[src/hw/dpit_consts.svh]
// Purpose: Offsets, field positions, reset values of the PHY timing block
// Assumes: Byte addresses on a 32-bit classic Wishbone slave
// Notes:   Definitions only
`ifndef DPIT_CONSTS_SVH
`define DPIT_CONSTS_SVH

// ----------------------------------------------------------------------
// Register word indices (byte address bits 7:2)
// ----------------------------------------------------------------------
`define DPIT_OFS_CAL_LEVEL   6'h00
`define DPIT_OFS_INIT_A      6'h01
`define DPIT_OFS_INIT_B      6'h02
`define DPIT_OFS_CTRL        6'h03
`define DPIT_OFS_STATUS      6'h04

// ----------------------------------------------------------------------
// Writable masks; everything else is reserved and reads zero
// ----------------------------------------------------------------------
`define DPIT_CAL_MASK        32'h000fffff
`define DPIT_INIT_A_MASK     32'h1fffffff
`define DPIT_INIT_B_MASK     32'h0fffffff

// ----------------------------------------------------------------------
// Reset values
// ----------------------------------------------------------------------
`define DPIT_CAL_RST         32'h00083def
`define DPIT_CKE_HIGH_RST    9'h180
`define DPIT_CKE_LOW_RST     20'h82536
`define DPIT_ZQ_RST          10'h2ab
`define DPIT_RST_LOW_RST     18'h34156

// ----------------------------------------------------------------------
// Control register bits
// ----------------------------------------------------------------------
`define DPIT_CTRL_INIT_GO    0
`define DPIT_CTRL_CAL_GO     1
`define DPIT_CTRL_WL_LOAD    2
`define DPIT_CTRL_DLY_LSB    8
`define DPIT_DLY_W           8

`endif

[src/hw/dpit_pkg.sv]
// Purpose: Types shared by the PHY timing block
// Assumes: Constants live in dpit_consts.svh
// Notes:   Bus signals travel as packed structs
`default_nettype none
package dpit_pkg;
    typedef struct packed {
        logic        cyc;
        logic        stb;
        logic        we;
        logic [3:0]  sel;
        logic [7:0]  adr;
        logic [31:0] dat;
    } dpit_wb_req_s;

    typedef struct packed {
        logic        ack;
        logic [31:0] dat;
    } dpit_wb_rsp_s;

    typedef enum logic [2:0] {
        CAL_IDLE  = 3'h0,
        CAL_ON    = 3'h1,
        CAL_HOLD  = 3'h2,
        CAL_SETUP = 3'h3,
        CAL_RUN   = 3'h4
    } dpit_cal_e;

    typedef enum logic [2:0] {
        INI_IDLE    = 3'h0,
        INI_RST_LOW = 3'h1,
        INI_CKE_LOW = 3'h2,
        INI_CKE_HI  = 3'h3,
        INI_ZQ_WAIT = 3'h4,
        INI_DONE    = 3'h5
    } dpit_init_e;

    typedef enum logic [0:0] {
        WL_IDLE   = 1'h0,
        WL_SETTLE = 1'h1
    } dpit_wl_e;
endpackage
`default_nettype wire

[src/hw/dpit_timing.sv]
// Purpose: PHY timing registers and the sequencers they steer
// Assumes: One 200 MHz clock; DRAM-clock counts also run on core_clk
// Notes:   Counts 0 and 1 both give one cycle; the CKE-high field gets one added first
// Function
// [RL1] Wait leveling settle count before DQS high
// [RL2] Wait hold count before calibration go
// [RL3] Wait setup count before gate reasserts
// [RL4] Gate on for exactly calibration-on count
// [RL5] Hold CKE low for programmed count
// [RL6] After CKE high wait count plus one
// [RL7] Hold DRAM reset low for programmed count
// [RL8] After ZQ init wait programmed count
// [RL9] Software computes counts for 533 MHz clocks
// [RL10] Reserved bits read zero, ignore writes
//
// The Wishbone register port and the register addresses were decided locally.
`include "dpit_consts.svh"
`default_nettype none
module dpit_timing #(
    parameter logic [19:0] CKE_LOW_RESET = `DPIT_CKE_LOW_RST,
    parameter logic [17:0] RST_LOW_RESET = `DPIT_RST_LOW_RST,
    parameter int          DLY_W         = `DPIT_DLY_W
) (
    input  wire logic                  core_clk,
    input  wire logic                  rst,
    input  wire dpit_pkg::dpit_wb_req_s wb_req,
    output var  dpit_pkg::dpit_wb_rsp_s wb_rsp,
    output var  logic                  dram_reset_n,
    output var  logic                  dram_cke,
    output var  logic                  zq_init_cmd,
    output var  logic                  init_done,
    output var  logic                  cal_clk_en,
    output var  logic                  cal_en,
    output var  logic [DLY_W-1:0]      local_delay_line,
    output var  logic                  dqs_drive
);
    // Delay field lives in control bits [15:8]
    if (DLY_W < 1 || DLY_W > 8) begin : g_bad_dly_w
        $error("DLY_W must lie in 1..8");
    end

    function automatic logic cnt_end(input logic [19:0] c);
        return c <= 20'h00001;
    endfunction

    // ------------------------------------------------------------------
    // Wishbone slave
    // ------------------------------------------------------------------
    logic [31:0] cal_r, init_a_r, init_b_r;
    logic [DLY_W-1:0] dly_r;
    logic        ack_r;
    logic [31:0] rdat_r;
    dpit_pkg::dpit_cal_e  cal_st_r, cal_st_nxt;
    dpit_pkg::dpit_init_e ini_st_r, ini_st_nxt;
    dpit_pkg::dpit_wl_e   wl_st_r, wl_st_nxt;

    wire        req     = wb_req.cyc & wb_req.stb & ~ack_r;
    wire        wr      = req & wb_req.we;
    wire [5:0]  idx     = wb_req.adr[7:2];
    wire [31:0] bmask   = {{8{wb_req.sel[3]}}, {8{wb_req.sel[2]}},
                           {8{wb_req.sel[1]}}, {8{wb_req.sel[0]}}};
    wire        wr_cal  = wr && idx == `DPIT_OFS_CAL_LEVEL;
    wire        wr_ia   = wr && idx == `DPIT_OFS_INIT_A;
    wire        wr_ib   = wr && idx == `DPIT_OFS_INIT_B;
    wire        wr_ctl  = wr && idx == `DPIT_OFS_CTRL;
    wire [31:0] ctl_d   = wb_req.dat & bmask;
    wire        go_init = wr_ctl && ctl_d[`DPIT_CTRL_INIT_GO];
    wire        go_cal  = wr_ctl && ctl_d[`DPIT_CTRL_CAL_GO];
    wire        go_wl   = wr_ctl && ctl_d[`DPIT_CTRL_WL_LOAD];
    wire [31:0] status  = {22'h0, wl_st_r == dpit_pkg::WL_SETTLE,
                           dqs_drive, cal_st_r != dpit_pkg::CAL_IDLE,
                           cal_en, cal_clk_en, init_done, ini_st_r, 1'b0};
    wire [31:0] ctl_rd  = {16'h0, 8'(dly_r), 8'h0};
    // Unmapped words answer with zero
    wire [31:0] rd_mux  =
        idx == `DPIT_OFS_CAL_LEVEL ? cal_r    :
        idx == `DPIT_OFS_INIT_A    ? init_a_r :
        idx == `DPIT_OFS_INIT_B    ? init_b_r :
        idx == `DPIT_OFS_CTRL      ? ctl_rd   :
        idx == `DPIT_OFS_STATUS    ? status   : 32'h0;

    function automatic logic [31:0] merge(input logic [31:0] old,
                                          input logic [31:0] fmask);
        return ((old & ~bmask) | (wb_req.dat & bmask)) & fmask;
    endfunction

    always_ff @(posedge core_clk) begin
        if (rst) begin
            ack_r    <= 1'b0;
            rdat_r   <= 32'h0;
            cal_r    <= `DPIT_CAL_RST;
            init_a_r <= {3'h0, `DPIT_CKE_HIGH_RST, CKE_LOW_RESET};
            init_b_r <= {4'h0, `DPIT_ZQ_RST, RST_LOW_RESET};
            dly_r    <= '0;
        end else begin
            ack_r  <= req;
            rdat_r <= req ? rd_mux : 32'h0;
            if (wr_cal) cal_r    <= merge(cal_r, `DPIT_CAL_MASK);    // RL10
            if (wr_ia)  init_a_r <= merge(init_a_r, `DPIT_INIT_A_MASK);
            if (wr_ib)  init_b_r <= merge(init_b_r, `DPIT_INIT_B_MASK);
            if (go_wl)  dly_r    <= ctl_d[`DPIT_CTRL_DLY_LSB +: DLY_W];
        end
    end
    assign wb_rsp = '{ack: ack_r, dat: rdat_r};

    // ------------------------------------------------------------------
    // Field decode
    // ------------------------------------------------------------------
    wire [19:0] t_wl    = {15'h0, cal_r[19:15]};
    wire [19:0] t_hold  = {15'h0, cal_r[14:10]};
    wire [19:0] t_setup = {15'h0, cal_r[9:5]};
    wire [19:0] t_on    = {15'h0, cal_r[4:0]};
    wire [19:0] t_cke_l = init_a_r[19:0];
    wire [19:0] t_cke_h = {11'h0, init_a_r[28:20]} + 20'h00001;
    wire [19:0] t_rst_l = {2'h0, init_b_r[17:0]};
    wire [19:0] t_zq    = {10'h0, init_b_r[27:18]};

    // ------------------------------------------------------------------
    // Calibration gate and go sequencer
    // ------------------------------------------------------------------
    logic [19:0] cal_cnt_r, cal_cnt_nxt;
    always_comb begin
        cal_st_nxt  = cal_st_r;
        cal_cnt_nxt = cal_cnt_r - 20'h00001;
        unique case (cal_st_r)
            dpit_pkg::CAL_IDLE: begin
                if (go_cal) begin
                    cal_st_nxt  = dpit_pkg::CAL_ON;
                    cal_cnt_nxt = t_on;
                end
            end
            dpit_pkg::CAL_ON: begin
                if (cnt_end(cal_cnt_r)) begin                        // RL4
                    cal_st_nxt  = dpit_pkg::CAL_HOLD;
                    cal_cnt_nxt = t_hold;
                end
            end
            dpit_pkg::CAL_HOLD: begin
                if (cnt_end(cal_cnt_r)) begin                        // RL2
                    cal_st_nxt  = dpit_pkg::CAL_SETUP;
                    cal_cnt_nxt = t_setup;
                end
            end
            dpit_pkg::CAL_SETUP: begin
                if (cnt_end(cal_cnt_r)) begin                        // RL3
                    cal_st_nxt  = dpit_pkg::CAL_RUN;
                    cal_cnt_nxt = t_on;
                end
            end
            dpit_pkg::CAL_RUN: begin
                if (cnt_end(cal_cnt_r)) begin                        // RL4
                    cal_st_nxt  = dpit_pkg::CAL_IDLE;
                end
            end
            default: cal_st_nxt = dpit_pkg::CAL_IDLE;
        endcase
    end

    always_ff @(posedge core_clk) begin
        if (rst) begin
            cal_st_r   <= dpit_pkg::CAL_IDLE;
            cal_cnt_r  <= 20'h0;
            cal_clk_en <= 1'b0;
            cal_en     <= 1'b0;
        end else begin
            cal_st_r   <= cal_st_nxt;
            cal_cnt_r  <= cal_cnt_nxt;
            cal_clk_en <= cal_st_nxt == dpit_pkg::CAL_ON ||
                          cal_st_nxt == dpit_pkg::CAL_RUN;
            cal_en     <= cal_st_nxt == dpit_pkg::CAL_SETUP ||
                          cal_st_nxt == dpit_pkg::CAL_RUN;
        end
    end

    // ------------------------------------------------------------------
    // Write-leveling settle
    // ------------------------------------------------------------------
    logic [19:0] wl_cnt_r;
    always_comb begin
        wl_st_nxt = wl_st_r;
        unique case (wl_st_r)
            dpit_pkg::WL_IDLE:   if (go_wl) wl_st_nxt = dpit_pkg::WL_SETTLE;
            dpit_pkg::WL_SETTLE: begin
                // A reload restarts the settle window
                if (cnt_end(wl_cnt_r) && !go_wl) begin               // RL1
                    wl_st_nxt = dpit_pkg::WL_IDLE;
                end
            end
        endcase
    end

    always_ff @(posedge core_clk) begin
        if (rst) begin
            wl_st_r          <= dpit_pkg::WL_IDLE;
            wl_cnt_r         <= 20'h0;
            dqs_drive        <= 1'b0;
            local_delay_line <= '0;
        end else begin
            wl_st_r          <= wl_st_nxt;
            wl_cnt_r         <= go_wl ? t_wl : wl_cnt_r - 20'h00001;
            local_delay_line <= go_wl ? ctl_d[`DPIT_CTRL_DLY_LSB +: DLY_W]
                                      : local_delay_line;
            // DQS held low while the delay line settles
            if (go_wl) dqs_drive <= 1'b0;
            else if (wl_st_r == dpit_pkg::WL_SETTLE &&
                     wl_st_nxt == dpit_pkg::WL_IDLE) dqs_drive <= 1'b1; // RL1
        end
    end

    // ------------------------------------------------------------------
    // DRAM power-up initialization
    // ------------------------------------------------------------------
    logic [19:0] ini_cnt_r, ini_cnt_nxt;
    always_comb begin
        ini_st_nxt  = ini_st_r;
        ini_cnt_nxt = ini_cnt_r - 20'h00001;
        unique case (ini_st_r)
            dpit_pkg::INI_IDLE, dpit_pkg::INI_DONE: begin
                if (go_init) begin
                    ini_st_nxt  = dpit_pkg::INI_RST_LOW;
                    ini_cnt_nxt = t_rst_l;
                end
            end
            dpit_pkg::INI_RST_LOW: begin
                if (cnt_end(ini_cnt_r)) begin                        // RL7
                    ini_st_nxt  = dpit_pkg::INI_CKE_LOW;
                    ini_cnt_nxt = t_cke_l;
                end
            end
            dpit_pkg::INI_CKE_LOW: begin
                if (cnt_end(ini_cnt_r)) begin                        // RL5
                    ini_st_nxt  = dpit_pkg::INI_CKE_HI;
                    ini_cnt_nxt = t_cke_h;
                end
            end
            dpit_pkg::INI_CKE_HI: begin
                if (cnt_end(ini_cnt_r)) begin                        // RL6
                    ini_st_nxt  = dpit_pkg::INI_ZQ_WAIT;
                    ini_cnt_nxt = t_zq;
                end
            end
            dpit_pkg::INI_ZQ_WAIT: begin
                if (cnt_end(ini_cnt_r)) begin                        // RL8
                    ini_st_nxt  = dpit_pkg::INI_DONE;
                end
            end
            default: ini_st_nxt = dpit_pkg::INI_IDLE;
        endcase
    end

    always_ff @(posedge core_clk) begin
        if (rst) begin
            ini_st_r     <= dpit_pkg::INI_IDLE;
            ini_cnt_r    <= 20'h0;
            dram_reset_n <= 1'b0;
            dram_cke     <= 1'b0;
            zq_init_cmd  <= 1'b0;
            init_done    <= 1'b0;
        end else begin
            ini_st_r     <= ini_st_nxt;
            ini_cnt_r    <= ini_cnt_nxt;
            dram_reset_n <= ini_st_nxt != dpit_pkg::INI_RST_LOW &&
                            ini_st_nxt != dpit_pkg::INI_IDLE;        // RL7
            dram_cke     <= ini_st_nxt == dpit_pkg::INI_CKE_HI ||
                            ini_st_nxt == dpit_pkg::INI_ZQ_WAIT ||
                            ini_st_nxt == dpit_pkg::INI_DONE;        // RL5
            zq_init_cmd  <= ini_st_r == dpit_pkg::INI_CKE_HI &&
                            ini_st_nxt == dpit_pkg::INI_ZQ_WAIT;     // RL6
            init_done    <= ini_st_nxt == dpit_pkg::INI_DONE;        // RL8
        end
    end
endmodule // dpit_timing
`default_nettype wire

[config.mk]
export PLATFORM = sky130hd
export DESIGN_NAME = dpit_timing
export DESIGN_NICKNAME = d
export VERILOG_FILES = /design/src/hw/dpit_pkg.sv /design/src/hw/dpit_timing.sv
export VERILOG_INCLUDE_DIRS = /design/src /design/src/hw
export SDC_FILE = /design/constraint.sdc
export NUM_CORES = 1
export LEC_CHECK = 0
export BUFFER_PORTS_ARGS = -buffer_cell sky130_fd_sc_hd__buf_4
export CORE_ASPECT_RATIO = 1.25
export CORE_MARGIN = 2
export CORE_UTILIZATION = 50
export CTS_CLUSTER_SIZE = 24
export DETAILED_ROUTE_END_ITERATION = 10
export HOLD_SLACK_MARGIN = 0.08
export PLACE_DENSITY = 0.73
export SYNTH_ARGS = -nofsm -noshare
export SYNTH_HDL_FRONTEND = slang
export SYNTH_SLANG_ARGS = --single-unit
[constraint.sdc]
create_clock -name core_clk -period 2.4 [get_ports core_clk]
set_input_delay 0.12 -clock core_clk [delete_from_list [all_inputs] [get_ports core_clk]]
set_output_delay 0.12 -clock core_clk [all_outputs]
set_load 0.01 [all_outputs]
==> metrics.txt, run 1 <==
top_reg_cell synth dfxtp_1; vias in the first global route between 7000 and 8000; CTS Sinks 189; Iteration-0 DRC Markers a little over 800; Cell Count, Final, Fillers Out roughly 1400; Worst-path clk slew 0.07 ns; Setup crit start kind register; worst path cell trace or4_4 -> or3_4 -> or4_4 -> o221a_2 -> o32ai_1; Tmin final roughly 2.4 ns; diode count 0; worst setup margin ~0.037 ns; clk_skew 0.0106 ns; endpoint class of the critical path register; Final Max Slew Viols 0; die height 151 um; crit path max-delay cell type or4_4; Num CTS Buffers 17; # setup viols final 0; slew margin rel. 0.344; post-synthesis cell count around 1000; Fin Setup TNS 0 ns; total grt overflow 0; I/O Buffers 88; root buf cell clkbuf_16; number of synthesized flops with an enable pin 0; Core Region about 0.017 sq mm; CP endpoint cal_cnt_r[0]; Seq/Total Area, Yosys 0.438; Lkg Pwr 4.45 nW; FF-to-FF End cal_cnt_r[0]; RSZ-0062 raised after global routing false; most used cell, CP or4_4; Synth Area per Inst between 8 and 9 sq um; Power Density between 800 and 900 mW/mm^2; clk_lat worst skew 0.44 ns; Initial DRT Pass Iterations 6; worst min-delay path category input port to register; final hold vios 0; largest net degree at the start of global routing ~90; initial antenna violation count 0; max_cap viols 0; FF-to-FF Start cal_cnt_r[6]; placed cells 1310; worst reg2reg setup slack ~0.037 ns; Setup WS pre-CTS around 0.027 ns; post-route ant nets 0; Tot Pwr between 8 and 9 mW; die footprint around 0.018 sq mm; Synth Warn # 0; layout cell share with drive strength beyond 1 0.181; Hold Slack roughly 0.25 ns; gr usage total 0.271; WP data arrival around 2.7 ns; Post-route DRC 0; global placer's final weighted congestion approximately 0.93; CTS tree yes; Vias between 7000 and 8000; placed instance area roughly 0.0097 sq mm; run status finished clean; num rows 53; initial core utilization 0.511; clk buf depth 2; chip width around 120 um; #FFs+latches synth 189; Fmax between 0.4 and 0.5 GHz; ys async rst share 0; Final Cell Area approximately 0.011 sq mm; Syn-to-layout area delta 24.3%; worst vdd ir 0.000629 V; Crit Path Class register to register; Crit Path Max Fanout 6; IO Pins 97; number of H-tree levels 4; Worst R2R Path Depth 5; WL final approximately 25000 um; first-pass GRT wire length 38700 um; Routed WL per cell around 18 um; final period utilization 0.985; Synth cell types between 60 and 70; CP peak stage delay 0.56 ns; CP startpoint cal_cnt_r[6]; via/cell ratio approximately 5.8; Final Util 0.636; Net count, final between 1000 and 1500; slew at the pin with the worst max-slew slack between 0.9 and 1 ns; Synth Cell Area just under 0.009 sq mm; dpl hpwl approximately 17000 um; Worst EP required ~2.8 ns; final-layout fill cell count roughly 1400
layer usage:
metal,vias up,global-route usage,part of all wire
li1,3852,-,-
met1,3768,0.342,0.43
met2,302,0.466,0.49
met3,42,0.0452,0.057
met4,0,0.0960,0.021
met5,-,0,0
worst min path at each step:
stage / start / to / cells after the start / slack [ns]
floorplan: wb_req[19] / register / 2 / 0.25
global placement: wb_req[28] / register / 3 / 0.33
detailed placement: wb_req[28] / register / 3 / 0.34
CTS: wb_req[34] / rdat_r[11] / 5 / 0.23
global route: wb_req[34] / rdat_r[11] / 5 / 0.26
finish: wb_req[34] / rdat_r[11] / 5 / 0.25
cell usage in the layout (no fill, tap or decap), drive strengths merged, types with 5 or more instances in the layout:
cell,Yosys,final
a222oi,5,5
dlygate4sd3,0,35
or4,14,15
a22o,6,6
o21ai,28,28
nor2,115,115
nor3,21,21
a211oi,8,8
a22oi,38,38
nand4,6,6
clkbuf,53,20
or3,10,10
and3,6,6
nand3,64,64
nand2b,15,15
mux2i,56,56
xor2,23,23
mux2,9,9
nor4,16,16
dfxtp,189,189
inv,15,21
a221oi,6,6
ha,7,7
a21oi,73,73
o211ai,6,6
xnor2,35,35
buf,11,138
nand2,131,131
layout make-up:
| class | instances | area, sq um | share of cell area |
|---|---|---|---|
| multi-input combinational | 750 | 4630 | 0.431 |
| inverter | 15 | 56.3 | 0.00524 |
| timing repair buffer | 173 | 1420 | 0.132 |
| sequential | 189 | 3780 | 0.352 |
| clock inverter | 12 | 125 | 0.0116 |
| clock buffer | 20 | 447 | 0.0416 |
| tap | 220 | 275 | 0.0256 |
power by group:
group | switching [mW] | leakage (nW) | internal (mW) | total (mW)
registers | 0.329 | 1.53 | 3.46 | 3.79
logic | 1.18 | 2.65 | 1.09 | 2.28
clock network | 1.29 | 0.276 | 1.49 | 2.78
what timing repair did:
item,in CTS,in global routing
hold buffers,35,0
hold endpoints to repair,85,0
resized for setup,0,15
endpoints found under the setup margin,0,18
buffers inserted,0,1
synth_stat cells, types with 5 or more instances:
master | n | share of area
ha_1 | 7 | 0.010
nand3_1 | 64 | 0.037
o211ai_1 | 6 | 0.0052
nor4_1 | 14 | 0.010
mux2i_1 | 56 | 0.065
clkbuf_1 | 53 | 0.023
nand2_1 | 131 | 0.057
a221oi_1 | 6 | 0.0061
nor3_1 | 19 | 0.011
nand2b_1 | 15 | 0.011
or3_1 | 9 | 0.0065
or4_1 | 12 | 0.010
inv_1 | 15 | 0.0065
and3_1 | 6 | 0.0043
a22o_1 | 6 | 0.0061
a211oi_1 | 7 | 0.0061
a222oi_1 | 5 | 0.0058
a22oi_1 | 38 | 0.033
xnor2_1 | 35 | 0.035
mux2_2 | 9 | 0.012
nand4_1 | 6 | 0.0043
dfxtp_1 | 189 | 0.44
a21oi_1 | 73 | 0.042
xor2_1 | 23 | 0.023
nor2_1 | 115 | 0.050
o21ai_0 | 27 | 0.016
critical path: cells and delay by family (launching register included):
kind	cells	cell delay [ns]
simple gates	3	1.44
flops	1	0.33
compound gates	2	0.50
kinds of logic after synthesis:
kind of cell             count (synthesis)  synth area share
AO/OA/AOI/OAI                          191             0.142
AND/OR/NAND/NOR                        425             0.236
buffers and inverters                   79            0.0379
XOR/XNOR                                58            0.0588
other                                    1          0.000434
multiplexers                            65            0.0766
adder cells (fa/ha/maj)                  7            0.0101
flip-flops                             189             0.438
Note: power is estimated with default switching activity, not from simulation.
==> run 2, diff against run 1 <==
--- a/config.mk
+++ b/config.mk
@@ -10,6 +10,7 @@
 export CORE_ASPECT_RATIO = 1.25
 export CORE_MARGIN = 2
 export CORE_UTILIZATION = 50
+export CTS_BUF_LIST = sky130_fd_sc_hd__clkbuf_8 sky130_fd_sc_hd__clkbuf_16
 export CTS_CLUSTER_SIZE = 24
 export DETAILED_ROUTE_END_ITERATION = 10
 export HOLD_SLACK_MARGIN = 0.08
==> run 2 against run 1 <==
- clock power about the same
- via count down 0.74%
- largest power group unchanged
- critical path type unchanged
- sequential power about the same
- largest cell class unchanged
==> metrics.txt, run 2 (synthesis results as in run 1) <==
run status finished clean; diode count 0 (unchanged); CP endpoint cal_cnt_r[0]; chip width 122 um (unchanged); number of H-tree levels 4 (unchanged); most common cell after layout, fill and taps aside dfxtp_1; post-route ant nets 0 (unchanged); FF-to-FF Start cal_cnt_r[6]; vias in the first global route 7451 (-0.12%); global placer's final weighted congestion 0.931 (unchanged); WL final 24700 um (-0.62%); Worst EP required 2.75 ns (about the same); final hold vios 0 (unchanged); die height 151 um (unchanged); Iteration-0 DRC Markers 814 (-0.12%); final period utilization 0.987 (+0.00260); via/cell ratio 5.74 (-0.67%); CTS Sinks 189 (unchanged); endpoint class of the critical path register; first-pass GRT wire length 38700 um (about the same); wire length on met1 10600 um (-1.4%); Routed WL per cell 17.9 um (-0.55%); most frequent cells in the layout 188 x dfxtp_1, 135 x buf_4, 131 x nand2_1, 115 x nor2_1, 73 x a21oi_1; worst path cell trace or4_4 -> or3_4 -> or4_4 -> o221a_2 -> o32ai_1; Final Max Slew Viols 0 (unchanged); clk_lat worst skew 0.44 ns (about the same); initial core utilization 0.511 (unchanged); Worst-path clk slew 0.07 ns (about the same); Vias 7905 (-0.74%); Final Util 0.635 (about the same); largest net degree at the start of global routing 88 (unchanged); WP data arrival 2.72 ns (about the same); slew at the pin with the worst max-slew slack 0.977 ns (-0.00671 ns); Worst R2R Path Depth 5 (unchanged); worst reg2reg setup slack 0.03 ns (about the same); Final Cell Area 0.0107 sq mm (about the same); I/O Buffers 88 (unchanged); Top Family by Delay on Critical Path simple AND/OR/NAND/NOR gates; crit path max-delay cell type or4_4; metal3 WL 1480 um (+4.4%); worst min-delay path category input port to register; gr usage total 0.271 (about the same); initial antenna violation count 0 (unchanged); Initial DRT Pass Iterations 6 (unchanged); Fin Setup TNS 0 ns (unchanged); Crit Path Class register to register; root buf cell clkbuf_16; placed cells 1310 (unchanged); dpl hpwl 17400 um (unchanged); top sig layer met4; Lkg Pwr 4.46 nW (+0.16%); placed instance area 0.00974 sq mm (unchanged); slew margin rel. 0.349 (+0.00447); num rows 53 (unchanged); RSZ-0062 raised after global routing false; worst vdd ir 0.000631 V (+0.34%); FF-to-FF End cal_cnt_r[0]; clk buf depth 2 (unchanged); CTS tree yes; CP startpoint cal_cnt_r[6]; max_cap viols 0 (unchanged); met2 routed WL 12100 um (-0.40%); Buffers & Inverters on Critical Path 0 (unchanged); Fmax 0.422 GHz (-0.26%); Setup crit start kind register; most used cell, CP or4_4; Crit Path Max Fanout 6 (unchanged); IO Pins 97 (unchanged); Setup WS pre-CTS 0.0275 ns (unchanged); Cell Count, Final, Fillers Out 1378 (-0.073%); worst setup margin 0.0309 ns (-0.00625 ns); Syn-to-layout area delta 24.2% (about the same); clk_skew 0.0112 ns (+0.000651 ns); Tmin final 2.37 ns (+0.00625 ns); Num CTS Buffers 17 (unchanged); die footprint 0.0184 sq mm (unchanged); # setup viols final 0 (unchanged); layout cell share with drive strength beyond 1 0.181 (about the same); Power Density 822 mW/mm^2 (about the same); Core Region 0.0169 sq mm (unchanged); total grt overflow 0 (unchanged); Post-route DRC 0 (unchanged); CP peak stage delay 0.56 ns (about the same); Net count, final 1201 (-0.083%); WP depth 5 (unchanged)
-- run 2: changes by cell type in the layout (fill, tap and decap cells not counted) --
cell	previous run	this run
inv_1	15	17
dlygate4sd3_1	35	34
clkbuf_1	2	0
-- run 2: worst min-delay path by stage --
| stage | startpoint | end | slack, ns | cells past startpoint |
|---|---|---|---|---|
| 3_3_place_gp | wb_req[28] | register | 0.33 | 3 |
| 6_report | wb_req[34] | rdat_r[11] | 0.25 | 5 |
| 3_5_place_dp | wb_req[28] | register | 0.34 | 3 |
| 4_1_cts | wb_req[34] | rdat_r[11] | 0.23 | 5 |
| 2_1_floorplan | wb_req[19] | register | 0.25 | 2 |
| 5_1_grt | wb_req[34] | rdat_r[11] | 0.26 | 5 |
-- run 2: layer usage --
| metal | vias up | global-route usage |
|---|---|---|
| met4 | 0 | 0.0960 |
| li1 | 3843 | - |
| met5 | - | 0 |
| met2 | 280 | 0.466 |
| met1 | 3743 | 0.342 |
| met3 | 39 | 0.0452 |
-- run 2: power by group --
| group | switching, mW | internal, mW | total (mW) |
|---|---|---|---|
| Clock | 1.29 | 1.48 | 2.77 |
| Sequential | 0.327 | 3.46 | 3.79 |
| Combinational | 1.18 | 1.09 | 2.27 |
| Total | 2.80 | 6.03 | 8.83 |
-- run 2: tightest hold or removal path: stages --
cell,delay (ns)
buf_4,0.14
nor3_2,0.06
buf_4,0.19
nand2_1,0.08
a21oi_1,0.05
-- run 2: layout make-up --
cell class | count | area, sq um
multi-input combinational | 750 | 4630
fill | 1444 | 6170
tap | 220 | 275
clock buffer | 18 | 439
clock inverter | 14 | 133
sequential | 189 | 3780
timing repair buffer | 172 | 1410
inverter | 15 | 56.3
-- run 2: what timing repair did --
action                     4_1_cts  5_1_grt
hold endpoints to repair        85        0
setup endpoints to repair        0       18
resized for setup                0       15
hold buffers                    34        0
setup buffers                    0        1
-- run 2: per-stage QoR --
stage / power [mW] / hold slack [ns]
6_report: 8.83 / 0.251
5_1_grt: 9.26 / 0.258
4_1_cts: 8.65 / 0.234
3_5_place_dp: 5.86 / 0.341
3_3_place_gp: 5.82 / 0.334
2_1_floorplan: 5.32 / 0.245
==> run 3, diff against run 2 <==
==> constraint.sdc (replaced) <==
create_clock -name core_clk -period 2.1 [get_ports core_clk]
set_input_delay 0.105 -clock core_clk [delete_from_list [all_inputs] [get_ports core_clk]]
set_output_delay 0.105 -clock core_clk [all_outputs]
set_load 0.01 [all_outputs]
==> run 3 against run 2 <==
- the flow now finishes with violations (setup timing)
- final area is 12% higher
- die area stayed put
- register-to-register slack worse by 0.29 ns
- worst hold slack worse by 0.14 ns
- global-route usage is 3.3 points higher
- via count is 9.2% higher
- first-iteration DRC count is 8.0% lower
- non-clock buffer count is 73 higher
- core utilization is 7.7 points higher
- sequential share of layout area is 3.7 points lower
==> metrics.txt, run 3 (synthesis results as in run 1) <==
Core Region 0.0169 sq mm (unchanged); Fin Setup TNS -6.83 ns (-6.83 ns); worst path cell trace or4_4 -> buf_6 -> or4_4 -> or4_4 -> xnor2_2 -> nand3_1 -> o21ai_1; M3 GR Usage 0.0606 (+0.0154); FF-to-FF Start ini_cnt_r[3]; final-layout fill cell count 1262 (-13%); initial antenna violation count 0 (unchanged); global placer's final weighted congestion 0.945 (+1.5%); WP data arrival 2.73 ns (about the same); crit path max-delay cell type or4_4; Tot Pwr 12.1 mW (+37%); Crit Path Max Fanout 3 (-3); IO Pins 97 (unchanged); Syn-to-layout area delta 39.2%; slew margin rel. 0.605 (+0.256); Vias 8633 (+9.2%); num rows 53 (unchanged); Hold Slack 0.109 ns (-0.142 ns); Top Family by Delay on Critical Path simple AND/OR/NAND/NOR gates; worst reg2reg setup slack -0.26 ns (-0.29 ns); Lkg Pwr 5.01 nW (+12%); Final Cell Area 0.0120 sq mm (+12%); Register Area 0.00379 sq mm (+0.17%); Routed WL per cell 19.3 um (+7.9%); I/O Buffers 88 (unchanged); Worst-path clk slew 0.07 ns (about the same); final hold vios 0 (unchanged); Crit Path Class register to register; failing checks setup timing; busiest grt layer met2; layout cell share with drive strength beyond 1 0.303 (+0.122); run status complete, but fails checks; Fmax 0.424 GHz (+0.39%); CTS Sinks 189 (unchanged); gr usage total 0.303 (+0.0328); # setup viols final 48 (+48); die height 151 um (unchanged); final period utilization 1.12 (+0.137); Num CTS Buffers 17 (unchanged); worst vdd ir 0.000795 V (+26%); largest net degree at the start of global routing 88 (unchanged); met1 Use GR 0.364 (+0.0217); grt met2 use 0.520 (+0.0545); FF-to-FF End ini_cnt_r[19]; placed instance area 0.0103 sq mm (+5.5%); WP depth 7 (+2); clk_skew 0.00919 ns (-0.00205 ns); RSZ-0062 raised after global routing true; Initial DRT Pass Iterations 5 (-1); vias in the first global route 8370 (+12%); chip width 122 um (unchanged); Worst EP required 2.47 ns (-0.28 ns); Final Max Slew Viols 0 (unchanged); Iteration-0 DRC Markers 749 (-8.0%); total grt overflow 0 (unchanged); CP peak stage delay 0.57 ns (about the same); dpl hpwl 18600 um (+7.1%); root buf cell clkbuf_16; Setup crit start kind register; Buffers & Inverters on Critical Path 1 (+1); Tmin final 2.36 ns (-0.00919 ns); max_cap viols 0 (unchanged); most frequent cells in the layout 183 x dfxtp_1, 183 x buf_4, 115 x nand2_1, 113 x nor2_1, 62 x nand3_1; most used cell, CP or4_4; clk buf depth 2 (unchanged); number of H-tree levels 4 (unchanged); worst setup margin -0.260 ns (-0.291 ns); diode count 0 (unchanged); Power Density 1000 mW/mm^2 (+22%); endpoint class of the critical path register; post-route ant nets 0 (unchanged); WL final 28000 um (+14%); Post-route DRC 0 (unchanged); via/cell ratio 5.95 (+3.7%); worst min-delay path category input port to register; CP endpoint ini_cnt_r[19]; area taken by multi-input logic gates 0.00513 sq mm (+11%); slew at the pin with the worst max-slew slack 0.585 ns (-0.392 ns); CTS tree yes; CP startpoint ini_cnt_r[3]; Net count, final 1274 (+6.1%); initial core utilization 0.511 (unchanged); die footprint 0.0184 sq mm (unchanged); first-pass GRT wire length 43400 um (+12%); clk_lat worst skew 0.44 ns (about the same); Worst R2R Path Depth 7 (+2)
## run 3: area by class of cell
class,instances,share of cell area
Multi-Input combinational cell,750,0.426
Sequential cell,189,0.315
Timing Repair Buffer,245,0.177
Clock buffer,19,0.0376
Tap cell,220,0.0229
Clock inverter,13,0.0166
Inverter,15,0.00468
## run 3: power by group
part / leakage, nW / total, mW / internal, mW / switching, mW
Clock: 0.323 / 3.57 / 2.09 / 1.47
Combinational: 3.15 / 4.24 / 2.24 / 2.00
Sequential: 1.54 / 4.28 / 3.96 / 0.321
## run 3: how the worst min path moves through the flow
| stage | from | end | depth (start not counted) |
|---|---|---|---|
| floorplan | wb_req[19] | register | 2 |
| global placement | wb_req[28] | register | 3 |
| detailed placement | wb_req[28] | register | 3 |
| CTS | wb_req[45] | ack_r | 4 |
| global route | wb_req[45] | ack_r | 4 |
| finish | wb_req[45] | ack_r | 4 |
## run 3: worst register-to-register path, delay by kind of cell (launching register included)
family	cells	cell delay [ns]
simple gates	4	1.53
flops	1	0.32
xor+xnor	1	0.19
buf+inv	1	0.14
compound gates	1	0.10
## run 3: through the flow
step                utilization  worst slack, ns  cells
finish                    0.712           -0.260   1451
global route              0.712           -0.295   1451
CTS                       0.696           -0.211   1451
detailed placement        0.608           -0.239   1365
global placement          0.608           -0.197   1365
floorplan                     -           -0.214   1017
## run 3: repair_timing
item	in CTS	in global routing
gates resized for setup	69	68
pin swaps	30	27
endpoints found under the hold margin	85	0
endpoints found under the setup margin	47	60
hold buffers	35	0
gates cloned	3	0
buffers inserted	17	2
## run 3: routing by layer
layer,vias to the layer above,routed length [um]
met5,-,0
met4,0,1170
met3,107,1900
met1,4124,11000
li1,3995,-
met2,407,14000
